File: src/verilog/teep_defines.svh
// constants for the two-wire serial memory target: timing, field positions, reset values
// assumes a 20 MHz system clock; included by bare name
`ifndef TEEP_DEFINES_SVH
`define TEEP_DEFINES_SVH

`define TEEP_CLK_PERIOD_NS 50
`define TEEP_CLK_RATE_KHZ 20000

// longest pulse that the input filter must reject; rounded up to whole cycles
`define TEEP_GLITCH_REJECT_TIME_NS 50
`define TEEP_GLITCH_CYCLES ((`TEEP_GLITCH_REJECT_TIME_NS + `TEEP_CLK_PERIOD_NS - 1) / `TEEP_CLK_PERIOD_NS)

// self-timed program cycle, longest time, an exact whole number of cycles
`define TEEP_PROGRAM_CYCLE_TIME_MS 5
`define TEEP_PROGRAM_CYCLES (`TEEP_PROGRAM_CYCLE_TIME_MS * `TEEP_CLK_RATE_KHZ)

// far side keeps the bus clock at or below this
`define TEEP_BUS_CLOCK_RATE_LIMIT_KHZ 1000

// device address byte layout
`define TEEP_DEV_PREFIX 4'ha
`define TEEP_DEV_PREFIX_MSB 7
`define TEEP_DEV_PREFIX_LSB 4
`define TEEP_DEV_CS_MSB 3
`define TEEP_DEV_CS_LSB 1
`define TEEP_DEV_RW_POS 0

// byte and page geometry
`define TEEP_BYTE_BITS 4'h8
`define TEEP_LAST_TX_BIT 4'h7
`define TEEP_PAGE_BYTES 17'h00008
`define TEEP_PAGE_LSB_W 3

// reset values
`define TEEP_BUS_IDLE 2'h3
`define TEEP_PIN_IDLE 4'h0

`endif

File: src/verilog/teep_pkg.sv
// types shared by the two-wire serial memory target
// assumes nothing beyond a SystemVerilog compiler
package teep_pkg;

  typedef enum logic [2:0] {
    st_idle = 3'b000,
    st_rx = 3'b001,
    st_ack = 3'b010,
    st_tx = 3'b011,
    st_mack = 3'b100,
    st_prog = 3'b101
  } teep_state_type;

  typedef enum logic [1:0] {
    k_dev = 2'b00,
    k_word = 2'b01,
    k_data = 2'b10
  } teep_kind_type;

  typedef struct packed {
    logic scl;
    logic sda;
  } teep_bus_type;

  typedef struct packed {
    logic [2:0] cs;
    logic guard;
  } teep_pins_type;

  typedef struct packed {
    logic en;
    logic [7:0] addr;
    logic [7:0] data;
  } teep_wr_type;

  typedef struct packed {
    teep_state_type state;
    teep_kind_type kind;
    logic rw;
    logic [3:0] bitcnt;
    logic [7:0] shift;
    logic [7:0] addr;
    logic [7:0][7:0] pagebuf;
    logic [7:0] mask;
    logic mack;
    logic [16:0] pcnt;
    logic sda_oe;
    logic sda_o;
    logic busy;
    logic scl_d;
    logic sda_d;
  } teep_main_type;

endpackage

File: src/verilog/teep_filter.sv
// two-flop synchroniser followed by a glitch filter, one lane per input bit
// assumes raw inputs are asynchronous pins; clean output changes only after a stable run
`timescale 1ns/10ps
`include "teep_defines.svh"

module teep_filter #(
  parameter int W = 2,
  parameter logic [W-1:0] IDLE = '0
) (
  input wire logic clock,
  input wire logic rstn,
  input wire logic clk_en,
  input wire logic [W-1:0] raw,
  output logic [W-1:0] clean
);

  typedef struct packed {
    logic [W-1:0] s1;
    logic [W-1:0] s2;
    logic [W-1:0] clean;
    logic [W-1:0][2:0] cnt;
  } teep_filter_state_type;

  localparam logic [2:0] GLITCH = 3'(`TEEP_GLITCH_CYCLES);

  teep_filter_state_type s_reg;
  teep_filter_state_type s_next;

  always_comb begin
    s_next = s_reg;
    s_next.s1 = raw;
    s_next.s2 = s_reg.s1;
    for (int i = 0; i < W; i++) begin
      // a new level must be seen on one more sample than a rejected pulse can span
      if (s_reg.s2[i] != s_reg.clean[i]) begin
        if (s_reg.cnt[i] == GLITCH) begin
          s_next.clean[i] = s_reg.s2[i];
          s_next.cnt[i] = 3'h0;
        end else begin
          s_next.cnt[i] = s_reg.cnt[i] + 3'h1;
        end
      end else begin
        s_next.cnt[i] = 3'h0;
      end
    end
  end

  always_ff @(posedge clock or negedge rstn) begin
    if (!rstn) begin
      s_reg.s1 <= IDLE;
      s_reg.s2 <= IDLE;
      s_reg.clean <= IDLE;
      s_reg.cnt <= '0;
    end else if (clk_en) begin
      s_reg <= s_next;
    end
  end

  assign clean = s_reg.clean;

endmodule // teep_filter

File: src/verilog/teep_array.sv
// 256 x 8 storage with one write port and a registered read port
// assumes contents are not cleared by reset, as befits nonvolatile storage
`timescale 1ns/10ps

module teep_array (
  input wire logic clock,
  input wire logic rstn,
  input wire logic clk_en,
  input teep_pkg::teep_wr_type wr,
  input wire logic [7:0] rd_addr,
  output logic [7:0] rd_data
);

  logic [7:0] mem [0:255];
  logic [7:0] rd_data_reg;

  always_ff @(posedge clock) begin
    if (clk_en && wr.en) begin
      mem[wr.addr] <= wr.data;
    end
  end

  // read lags the address by one cycle; the bus bit time hides it
  always_ff @(posedge clock or negedge rstn) begin
    if (!rstn) begin
      rd_data_reg <= 8'h00;
    end else if (clk_en) begin
      rd_data_reg <= mem[rd_addr];
    end
  end

  assign rd_data = rd_data_reg;

endmodule // teep_array

File: src/verilog/teep_target.sv
// target-side logic of a 256-byte two-wire serial nonvolatile memory
// assumes scl, sda and the straps are asynchronous pins; sda wire is resolved outside
`timescale 1ns/10ps
`include "teep_defines.svh"

module teep_target #(
  parameter int PROG_CYCLES = `TEEP_PROGRAM_CYCLES
) (
  input wire logic clock,
  input wire logic rstn,
  input wire logic clk_en,
  input wire logic scl_in,
  input wire logic sda_in,
  input wire logic [2:0] chip_select_inputs,
  input wire logic write_guard,
  output logic sda_out,
  output logic sda_oe,
  output logic program_busy
);

  localparam logic [16:0] PROG_LAST = 17'(PROG_CYCLES - 1);

  teep_pkg::teep_main_type s_reg;
  teep_pkg::teep_main_type s_next;
  teep_pkg::teep_bus_type bus;
  teep_pkg::teep_pins_type pins;
  teep_pkg::teep_wr_type wr;
  logic [7:0] rd_data;
  logic scl_rise;
  logic scl_fall;
  logic start_seen;
  logic stop_seen;
  logic [2:0] idx;
  logic sda_rise;
  logic sda_fall;
  logic byte_done;
  logic tx_last;
  logic is_read;
  logic commit_ok;
  logic prog_write;
  logic prog_done;
  logic [7:0] lane_sel;
  logic [7:0] rd_addr;

  function automatic logic dev_match(input logic [7:0] b, input logic [2:0] cs);
    logic prefix_ok;
    logic select_ok;
    prefix_ok = (b[`TEEP_DEV_PREFIX_MSB:`TEEP_DEV_PREFIX_LSB] == `TEEP_DEV_PREFIX);
    select_ok = (b[`TEEP_DEV_CS_MSB:`TEEP_DEV_CS_LSB] == cs);
    dev_match = prefix_ok && select_ok;
  endfunction

  // open drain: a zero is pulled low, a one is left to the pull-up
  function automatic logic pull_for(input logic b);
    pull_for = ~b;
  endfunction

  // a write moves from the word address on to data bytes
  function automatic teep_pkg::teep_kind_type kind_after(input teep_pkg::teep_kind_type k);
    if (k == teep_pkg::k_dev) begin
      kind_after = teep_pkg::k_word;
    end else begin
      kind_after = teep_pkg::k_data;
    end
  endfunction

  // both directions move msb first through the same register
  function automatic logic [7:0] shift_in(input logic [7:0] s, input logic b);
    shift_in = {s[6:0], b};
  endfunction

  teep_filter #(
    .W(2),
    .IDLE(`TEEP_BUS_IDLE)
  ) u_bus_filter (
    .clock(clock),
    .rstn(rstn),
    .clk_en(clk_en),
    .raw({scl_in, sda_in}),
    .clean(bus)
  );

  // straps pass the same filter; a slow strap change costs nothing
  teep_filter #(
    .W(4),
    .IDLE(`TEEP_PIN_IDLE)
  ) u_pin_filter (
    .clock(clock),
    .rstn(rstn),
    .clk_en(clk_en),
    .raw({chip_select_inputs, write_guard}),
    .clean(pins)
  );

  teep_array u_array (
    .clock(clock),
    .rstn(rstn),
    .clk_en(clk_en),
    .wr(wr),
    .rd_addr(rd_addr),
    .rd_data(rd_data)
  );

  assign scl_rise = bus.scl & ~s_reg.scl_d;
  assign scl_fall = ~bus.scl & s_reg.scl_d;
  assign sda_rise = bus.sda & ~s_reg.sda_d;
  assign sda_fall = ~bus.sda & s_reg.sda_d;
  // start and stop are sda edges while the bus clock stays high
  assign start_seen = bus.scl & s_reg.scl_d & sda_fall;
  assign stop_seen = bus.scl & s_reg.scl_d & sda_rise;
  assign idx = s_reg.pcnt[2:0];
  assign byte_done = scl_fall && (s_reg.bitcnt == `TEEP_BYTE_BITS);
  assign tx_last = (s_reg.bitcnt == `TEEP_LAST_TX_BIT);
  assign is_read = (s_reg.kind == teep_pkg::k_dev) && s_reg.rw;
  // guard is looked at only once, when the stop arrives
  assign commit_ok = |s_reg.mask && !pins.guard;
  assign prog_write = (s_reg.pcnt < `TEEP_PAGE_BYTES);
  assign prog_done = (s_reg.pcnt == PROG_LAST);
  // read port follows the address counter continuously
  assign rd_addr = s_reg.addr;

  // one lane per page byte, shared by the buffer and the mask
  for (genvar g = 0; g < 8; g++) begin : g_lane
    assign lane_sel[g] = (s_reg.addr[2:0] == 3'(g));
  end

  always_comb begin
    s_next = s_reg;
    wr = '0;
    s_next.scl_d = bus.scl;
    s_next.sda_d = bus.sda;
    s_next.sda_o = 1'b0;
    if (s_reg.state == teep_pkg::st_prog) begin
      // bus activity is not looked at here, so polling gets no ack
      // one array byte per cycle while the counter is below a page
      if (prog_write) begin
        wr.en = s_reg.mask[idx];
        wr.addr = {s_reg.addr[7:`TEEP_PAGE_LSB_W], idx};
        wr.data = s_reg.pagebuf[idx];
      end
      if (prog_done) begin
        s_next.state = teep_pkg::st_idle;
        s_next.pcnt = 17'h00000;
        s_next.mask = 8'h00;
      end else begin
        s_next.pcnt = s_reg.pcnt + 17'h00001;
      end
    // a start restarts the byte engine and drops unsent page data
    end else if (start_seen) begin
      s_next.state = teep_pkg::st_rx;
      s_next.kind = teep_pkg::k_dev;
      s_next.bitcnt = 4'h0;
      s_next.sda_oe = 1'b0;
      s_next.mask = 8'h00;
    end else if (stop_seen) begin
      s_next.sda_oe = 1'b0;
      s_next.pcnt = 17'h00000;
      if (commit_ok) begin
        s_next.state = teep_pkg::st_prog;
      end else begin
        s_next.state = teep_pkg::st_idle;
        s_next.mask = 8'h00;
      end
    end else begin
      // byte engine, moved only by filtered bus clock edges
      case (s_reg.state)
        teep_pkg::st_rx: begin
          if (scl_rise) begin
            s_next.shift = shift_in(s_reg.shift, bus.sda);
            s_next.bitcnt = s_reg.bitcnt + 4'h1;
          end else if (byte_done) begin
            s_next.bitcnt = 4'h0;
            s_next.sda_oe = 1'b1;
            s_next.state = teep_pkg::st_ack;
            case (s_reg.kind)
              teep_pkg::k_dev: begin
                if (dev_match(s_reg.shift, pins.cs)) begin
                  s_next.rw = s_reg.shift[`TEEP_DEV_RW_POS];
                end else begin
                  s_next.sda_oe = 1'b0;
                  s_next.state = teep_pkg::st_idle;
                end
              end
              teep_pkg::k_word: begin
                s_next.addr = s_reg.shift;
              end
              default: begin
                // the loop keeps one fixed write per lane, no variable index
                for (int j = 0; j < 8; j++) begin
                  if (lane_sel[j]) begin
                    s_next.pagebuf[j] = s_reg.shift;
                    s_next.mask[j] = 1'b1;
                  end
                end
                s_next.addr = {s_reg.addr[7:3], s_reg.addr[2:0] + 3'h1};
              end
            endcase
          end
        end

        teep_pkg::st_ack: begin
          if (scl_fall) begin
            s_next.bitcnt = 4'h0;
            if (is_read) begin
              s_next.state = teep_pkg::st_tx;
              s_next.shift = rd_data;
              s_next.sda_oe = pull_for(rd_data[7]);
            end else begin
              s_next.sda_oe = 1'b0;
              s_next.state = teep_pkg::st_rx;
              s_next.kind = kind_after(s_reg.kind);
            end
          end
        end

        teep_pkg::st_tx: begin
          if (scl_fall) begin
            s_next.bitcnt = s_reg.bitcnt + 4'h1;
            if (tx_last) begin
              s_next.sda_oe = 1'b0;
              s_next.state = teep_pkg::st_mack;
              s_next.mack = 1'b0;
              // reads roll over the whole array, unlike page writes
              s_next.addr = s_reg.addr + 8'h01;
            end else begin
              s_next.shift = shift_in(s_reg.shift, 1'b0);
              s_next.sda_oe = pull_for(s_reg.shift[6]);
            end
          end
        end

        teep_pkg::st_mack: begin
          if (scl_rise) begin
            s_next.mack = ~bus.sda;
          end else if (scl_fall) begin
            s_next.bitcnt = 4'h0;
            if (s_reg.mack) begin
              s_next.state = teep_pkg::st_tx;
              s_next.shift = rd_data;
              s_next.sda_oe = pull_for(rd_data[7]);
            end else begin
              s_next.state = teep_pkg::st_idle;
            end
          end
        end
        default: begin
          s_next.sda_oe = 1'b0;
        end
      endcase
    end

    // busy is registered so the pin comes straight from a flip-flop
    s_next.busy = (s_next.state == teep_pkg::st_prog);
  end

  always_ff @(posedge clock or negedge rstn) begin
    if (!rstn) begin
      s_reg.state <= teep_pkg::st_idle;
      s_reg.kind <= teep_pkg::k_dev;
      s_reg.rw <= 1'b0;
      s_reg.bitcnt <= 4'h0;
      s_reg.shift <= 8'h00;
      s_reg.addr <= 8'h00;
      s_reg.pagebuf <= '0;
      s_reg.mask <= 8'h00;
      s_reg.mack <= 1'b0;
      s_reg.pcnt <= 17'h00000;
      s_reg.sda_oe <= 1'b0;
      s_reg.sda_o <= 1'b0;
      s_reg.busy <= 1'b0;
      // filtered bus idles high, so the edge history starts high too
      s_reg.scl_d <= 1'b1;
      s_reg.sda_d <= 1'b1;
    end else if (clk_en) begin
      s_reg <= s_next;
    end
  end

  assign sda_out = s_reg.sda_o;
  assign sda_oe = s_reg.sda_oe;
  assign program_busy = s_reg.busy;

endmodule // teep_target

File: config.mk
export PLATFORM = sky130hd
export DESIGN_NAME = teep_target
export DESIGN_NICKNAME = d
export VERILOG_FILES = /design/src/verilog/teep_pkg.sv /design/src/verilog/teep_filter.sv /design/src/verilog/teep_array.sv /design/src/verilog/teep_target.sv
export VERILOG_INCLUDE_DIRS = /design/src /design/src/verilog
export SDC_FILE = /design/constraint.sdc
export NUM_CORES = 2
export LEC_CHECK = 0
export ABC_CLOCK_PERIOD_IN_PS = 12600
export BUFFER_PORTS_ARGS = -buffer_cell sky130_fd_sc_hd__buf_2
export CAP_MARGIN = 20
export CORE_AREA = 4 4 567 569
export DETAILED_ROUTE_END_ITERATION = 8
export DIE_AREA = 0 0 571 573
export PLACE_DENSITY = 0.53
export SYNTH_ARGS = -nofsm -noshare
export SYNTH_HDL_FRONTEND = slang
export SYNTH_SLANG_ARGS = --single-unit
File: constraint.sdc
create_clock -name clock -period 12.6 [get_ports clock]
set_clock_uncertainty 0.1 [all_clocks]
set_input_delay 1.26 -clock clock [delete_from_list [all_inputs] [get_ports clock]]
set_output_delay 1.26 -clock clock [all_outputs]
set_load 0.05 [all_outputs]
==> metrics <==
Hold-fix buffers, CTS=0; register bit count reported by yosys=around 2200; Post-DRT Antenna Nets=0; Clk pwr share=around 34%; Arr. time, crit path=~6.0 ns; Critical-path top delay cell=nor3_4; PwrDens=197 nW/um^2; combinational share of power=a little under a quarter; Initial DRC Count=5310; Cell variety after synth=85; share of cells above drive strength 1=between 20% and 30%; Crit. End Element=flip-flop; Post-Syn Area per Cell=18.8 sq um; async set or reset register ratio after synthesis=7.41%; # resized after CTS=0; Placement Cell Area=between 90000 and 100000 sq um; worst-skew pair later-pin latency=around 0.89 ns; Die Height=573 um; gr ovfl total=0; drt drc=0; worst-margin pin slew=between 1 and 1.5 ns; Synth Net Count=~4700; postcts setup bufs=0; IO Pins=12; CTS Buf Count=226; Initial Util=between 20 and 30%; number of H-tree levels=4; largest net degree at the start of global routing=156; Worst EP required=around 13 ns; Synth Area in Adders=0.127%; cell taking the most area after synthesis=edfxtp_1; top_reg_cell synth=edfxtp_1; number of synthesis warnings=0; Max Cap Viol=0; CTS clk-pin slew, worst paths=about 0.06 ns; switching pwr=roughly 0.0063 W; CTS sink cnt=roughly 2200; sequential area share after synthesis=approximately three quarters; endpoints failing hold=0; Leakage=between 20 and 30 nW; Tcrit/Tclk final=roughly 44%; core area=between 300000 and 400000 sq um; post-synthesis mux area share=between 10% and 20%; worst-case clock buffer depth=4; compound-cell area share of the yosys netlist=roughly 4.5%; dpl cells=between 8000 and 9000; share of the synthesized area in the top cell type=a little over two thirds; Synth Area in XOR/XNOR=less than 1%; Vias=~47000; row count=between 200 and 250; synthesized area=between 80000 and 90000 sq um; CP max stage delay=around 0.86 ns; crit start category=flip-flop; outcome=finished, final reports clean; final wirelength=~250000 um; synthesized instance count=4705; Max rail drop VDD=0.149 mV; most common cell in the netlist=edfxtp_1; final estimated routing congestion in global placement=0.830; Die X=571 um; die area=around 330000 sq um; Reg power frac=around two fifths; class of the worst hold path=reg2reg; fmax=between 150 and 200 MHz; design area=~100000 sq um; crit path time final=between 5 and 6 ns; TNS Setup=0 ns; Via density=between 5 and 6; CTS tree=built; worst path cell trace=nand3b_1, or4_2, buf_4, nor3_4, nand3_2, buf_4, nor2_1; critical path class=reg2reg; Slew Limit Fails=0; Post-Synth Simple-Gate Area=3.80%; Synth area leaders=edfxtp_1 (70%), mux4_2 (10%), dfrtp_1 (4.4%); Int Pwr=~0.014 W; max_slew headroom=between 10% and 20%; first-pass GRT wire length=358000 um; clock root cell=clkbuf_16; drt first pass iters=5; largest family of logic cells by synthesized area=multiplexers; RSZ-0062 raised after global routing=no; cell mode on critical path=buf_4; Post-synth EDFFs=a little over 2000; initial antenna violation count=26; Final setup violation count=0; fin cells=9146; fin nets=roughly 4800; CP Max Fanout=20; post-DP HPWL=roughly 150000 um; commonest cells in the synthesized netlist=edfxtp_1 (2048), mux4_2 (397), nor2_1 (358); number of global-route vias before repair=between 40000 and 50000; Area Growth Syn to Fin=13.8%; Largest register FFs=2048; Port Buf Inserts=10; hold_ws=approximately 0.40 ns; Wirelength per Cell=between 20 and 30 um; Switching Share=31.9%; global-route usage over all layers=15.1%
-- cell families (layout without fill, tap and decap cells) --
family	Yosys count	in the layout
buffers and inverters	308	562
and+or+nand+nor	741	741
xor gates and xnor gates	22	22
muxes	827	827
adders and majority gates	9	9
other	1	8
DFF	2212	2212
AOI/OAI and AO/OA	585	585
-- placed cells by master (no fill, tap or decap), types with 10 or more instances in the layout --
cell type,instances
inv_1,12
clkinv_1,65
a22o_1,20
o21ai_0,90
nand4_1,12
clkbuf_1,27
buf_4,106
nor3_1,44
edfxtp_1,2048
mux2i_1,331
o221ai_1,67
nor2_1,348
xor2_1,14
a22oi_1,73
clkbuf_16,228
mux2_2,99
nand3_2,11
dfrtp_1,151
a31oi_1,18
a211oi_1,18
nor2b_1,17
nand2_1,153
nand2b_1,23
a221oi_1,10
nand3_1,48
clkinv_2,44
o211ai_1,13
a21oi_1,127
buf_2,11
o22ai_1,68
mux4_2,397
clkinvlp_4,10
bufinv_16,31
-- power groups by stage --
stage / clock network [W] / logic (W) / registers [W]
after detailed placement: 0 / 0.00475 / 0.00843
final: 0.00680 / 0.00475 / 0.00828
after CTS: 0.00692 / 0.00476 / 0.00827
after global routing: 0.00722 / 0.00495 / 0.00829
after floorplan: 0 / 0.00314 / 0.00823
after global placement: 0 / 0.00475 / 0.00843
-- layout make-up --
type	count	area [sq um]
diodes	7	17.5
clock buffers	255	5810
clock inverters	160	1650
fillers	30300	216000
inverters	19	76.3
multi-input cells	2185	21100
flip-flops and latches	2212	65600
well taps	4180	5230
repair buffers	128	1050
-- layer usage --
metal	vias to the layer above	GRT usage, %	wire length [um]
met5	-	0	0
met1	24900	21.0	106000
met4	0	4.72	8290
li1	19300	-	-
met3	377	2.67	19700
met2	2041	23.9	119000
-- through the flow --
stage / setup WS (ns) / utilization (%) / power (W)
floorplan: 3.57 / - / 0.0114
global placement: 7.08 / 29.4 / 0.0132
detailed placement: 7.13 / 29.4 / 0.0132
CTS: 7.11 / 31.7 / 0.0200
global route: 6.82 / 31.7 / 0.0205
finish: 7.02 / 31.8 / 0.0198
-- final timing paths --
| kind | start | end | slack, ns | depth (start not counted) |
|---|---|---|---|---|
| setup / recovery | s_reg[120] | u_array.mem[210][7] | 7.02 | 7 |
| hold / removal | u_pin_filter.s_next[19] | u_pin_filter.s_next[19] | 0.40 | 1 |
| setup reg to reg | s_reg[120] | u_array.mem[210][7] | 7.02 | 7 |
| hold reg to reg | u_pin_filter.s_next[19] | u_pin_filter.s_next[19] | 0.40 | 1 |
| max in group asynchronous | rstn | s_reg[51] | 10.46 | 2 |
| min in group asynchronous | rstn | u_pin_filter.s_next[18] | 0.45 | 1 |
-- critical path: cells and delay by family (launching register included) --
kind	cells	cell delay, ns
buffers and inverters	2	0.84
flip-flops	1	0.73
AND/OR/NAND/NOR	5	3.51
(Power assumes the default switching activity.)
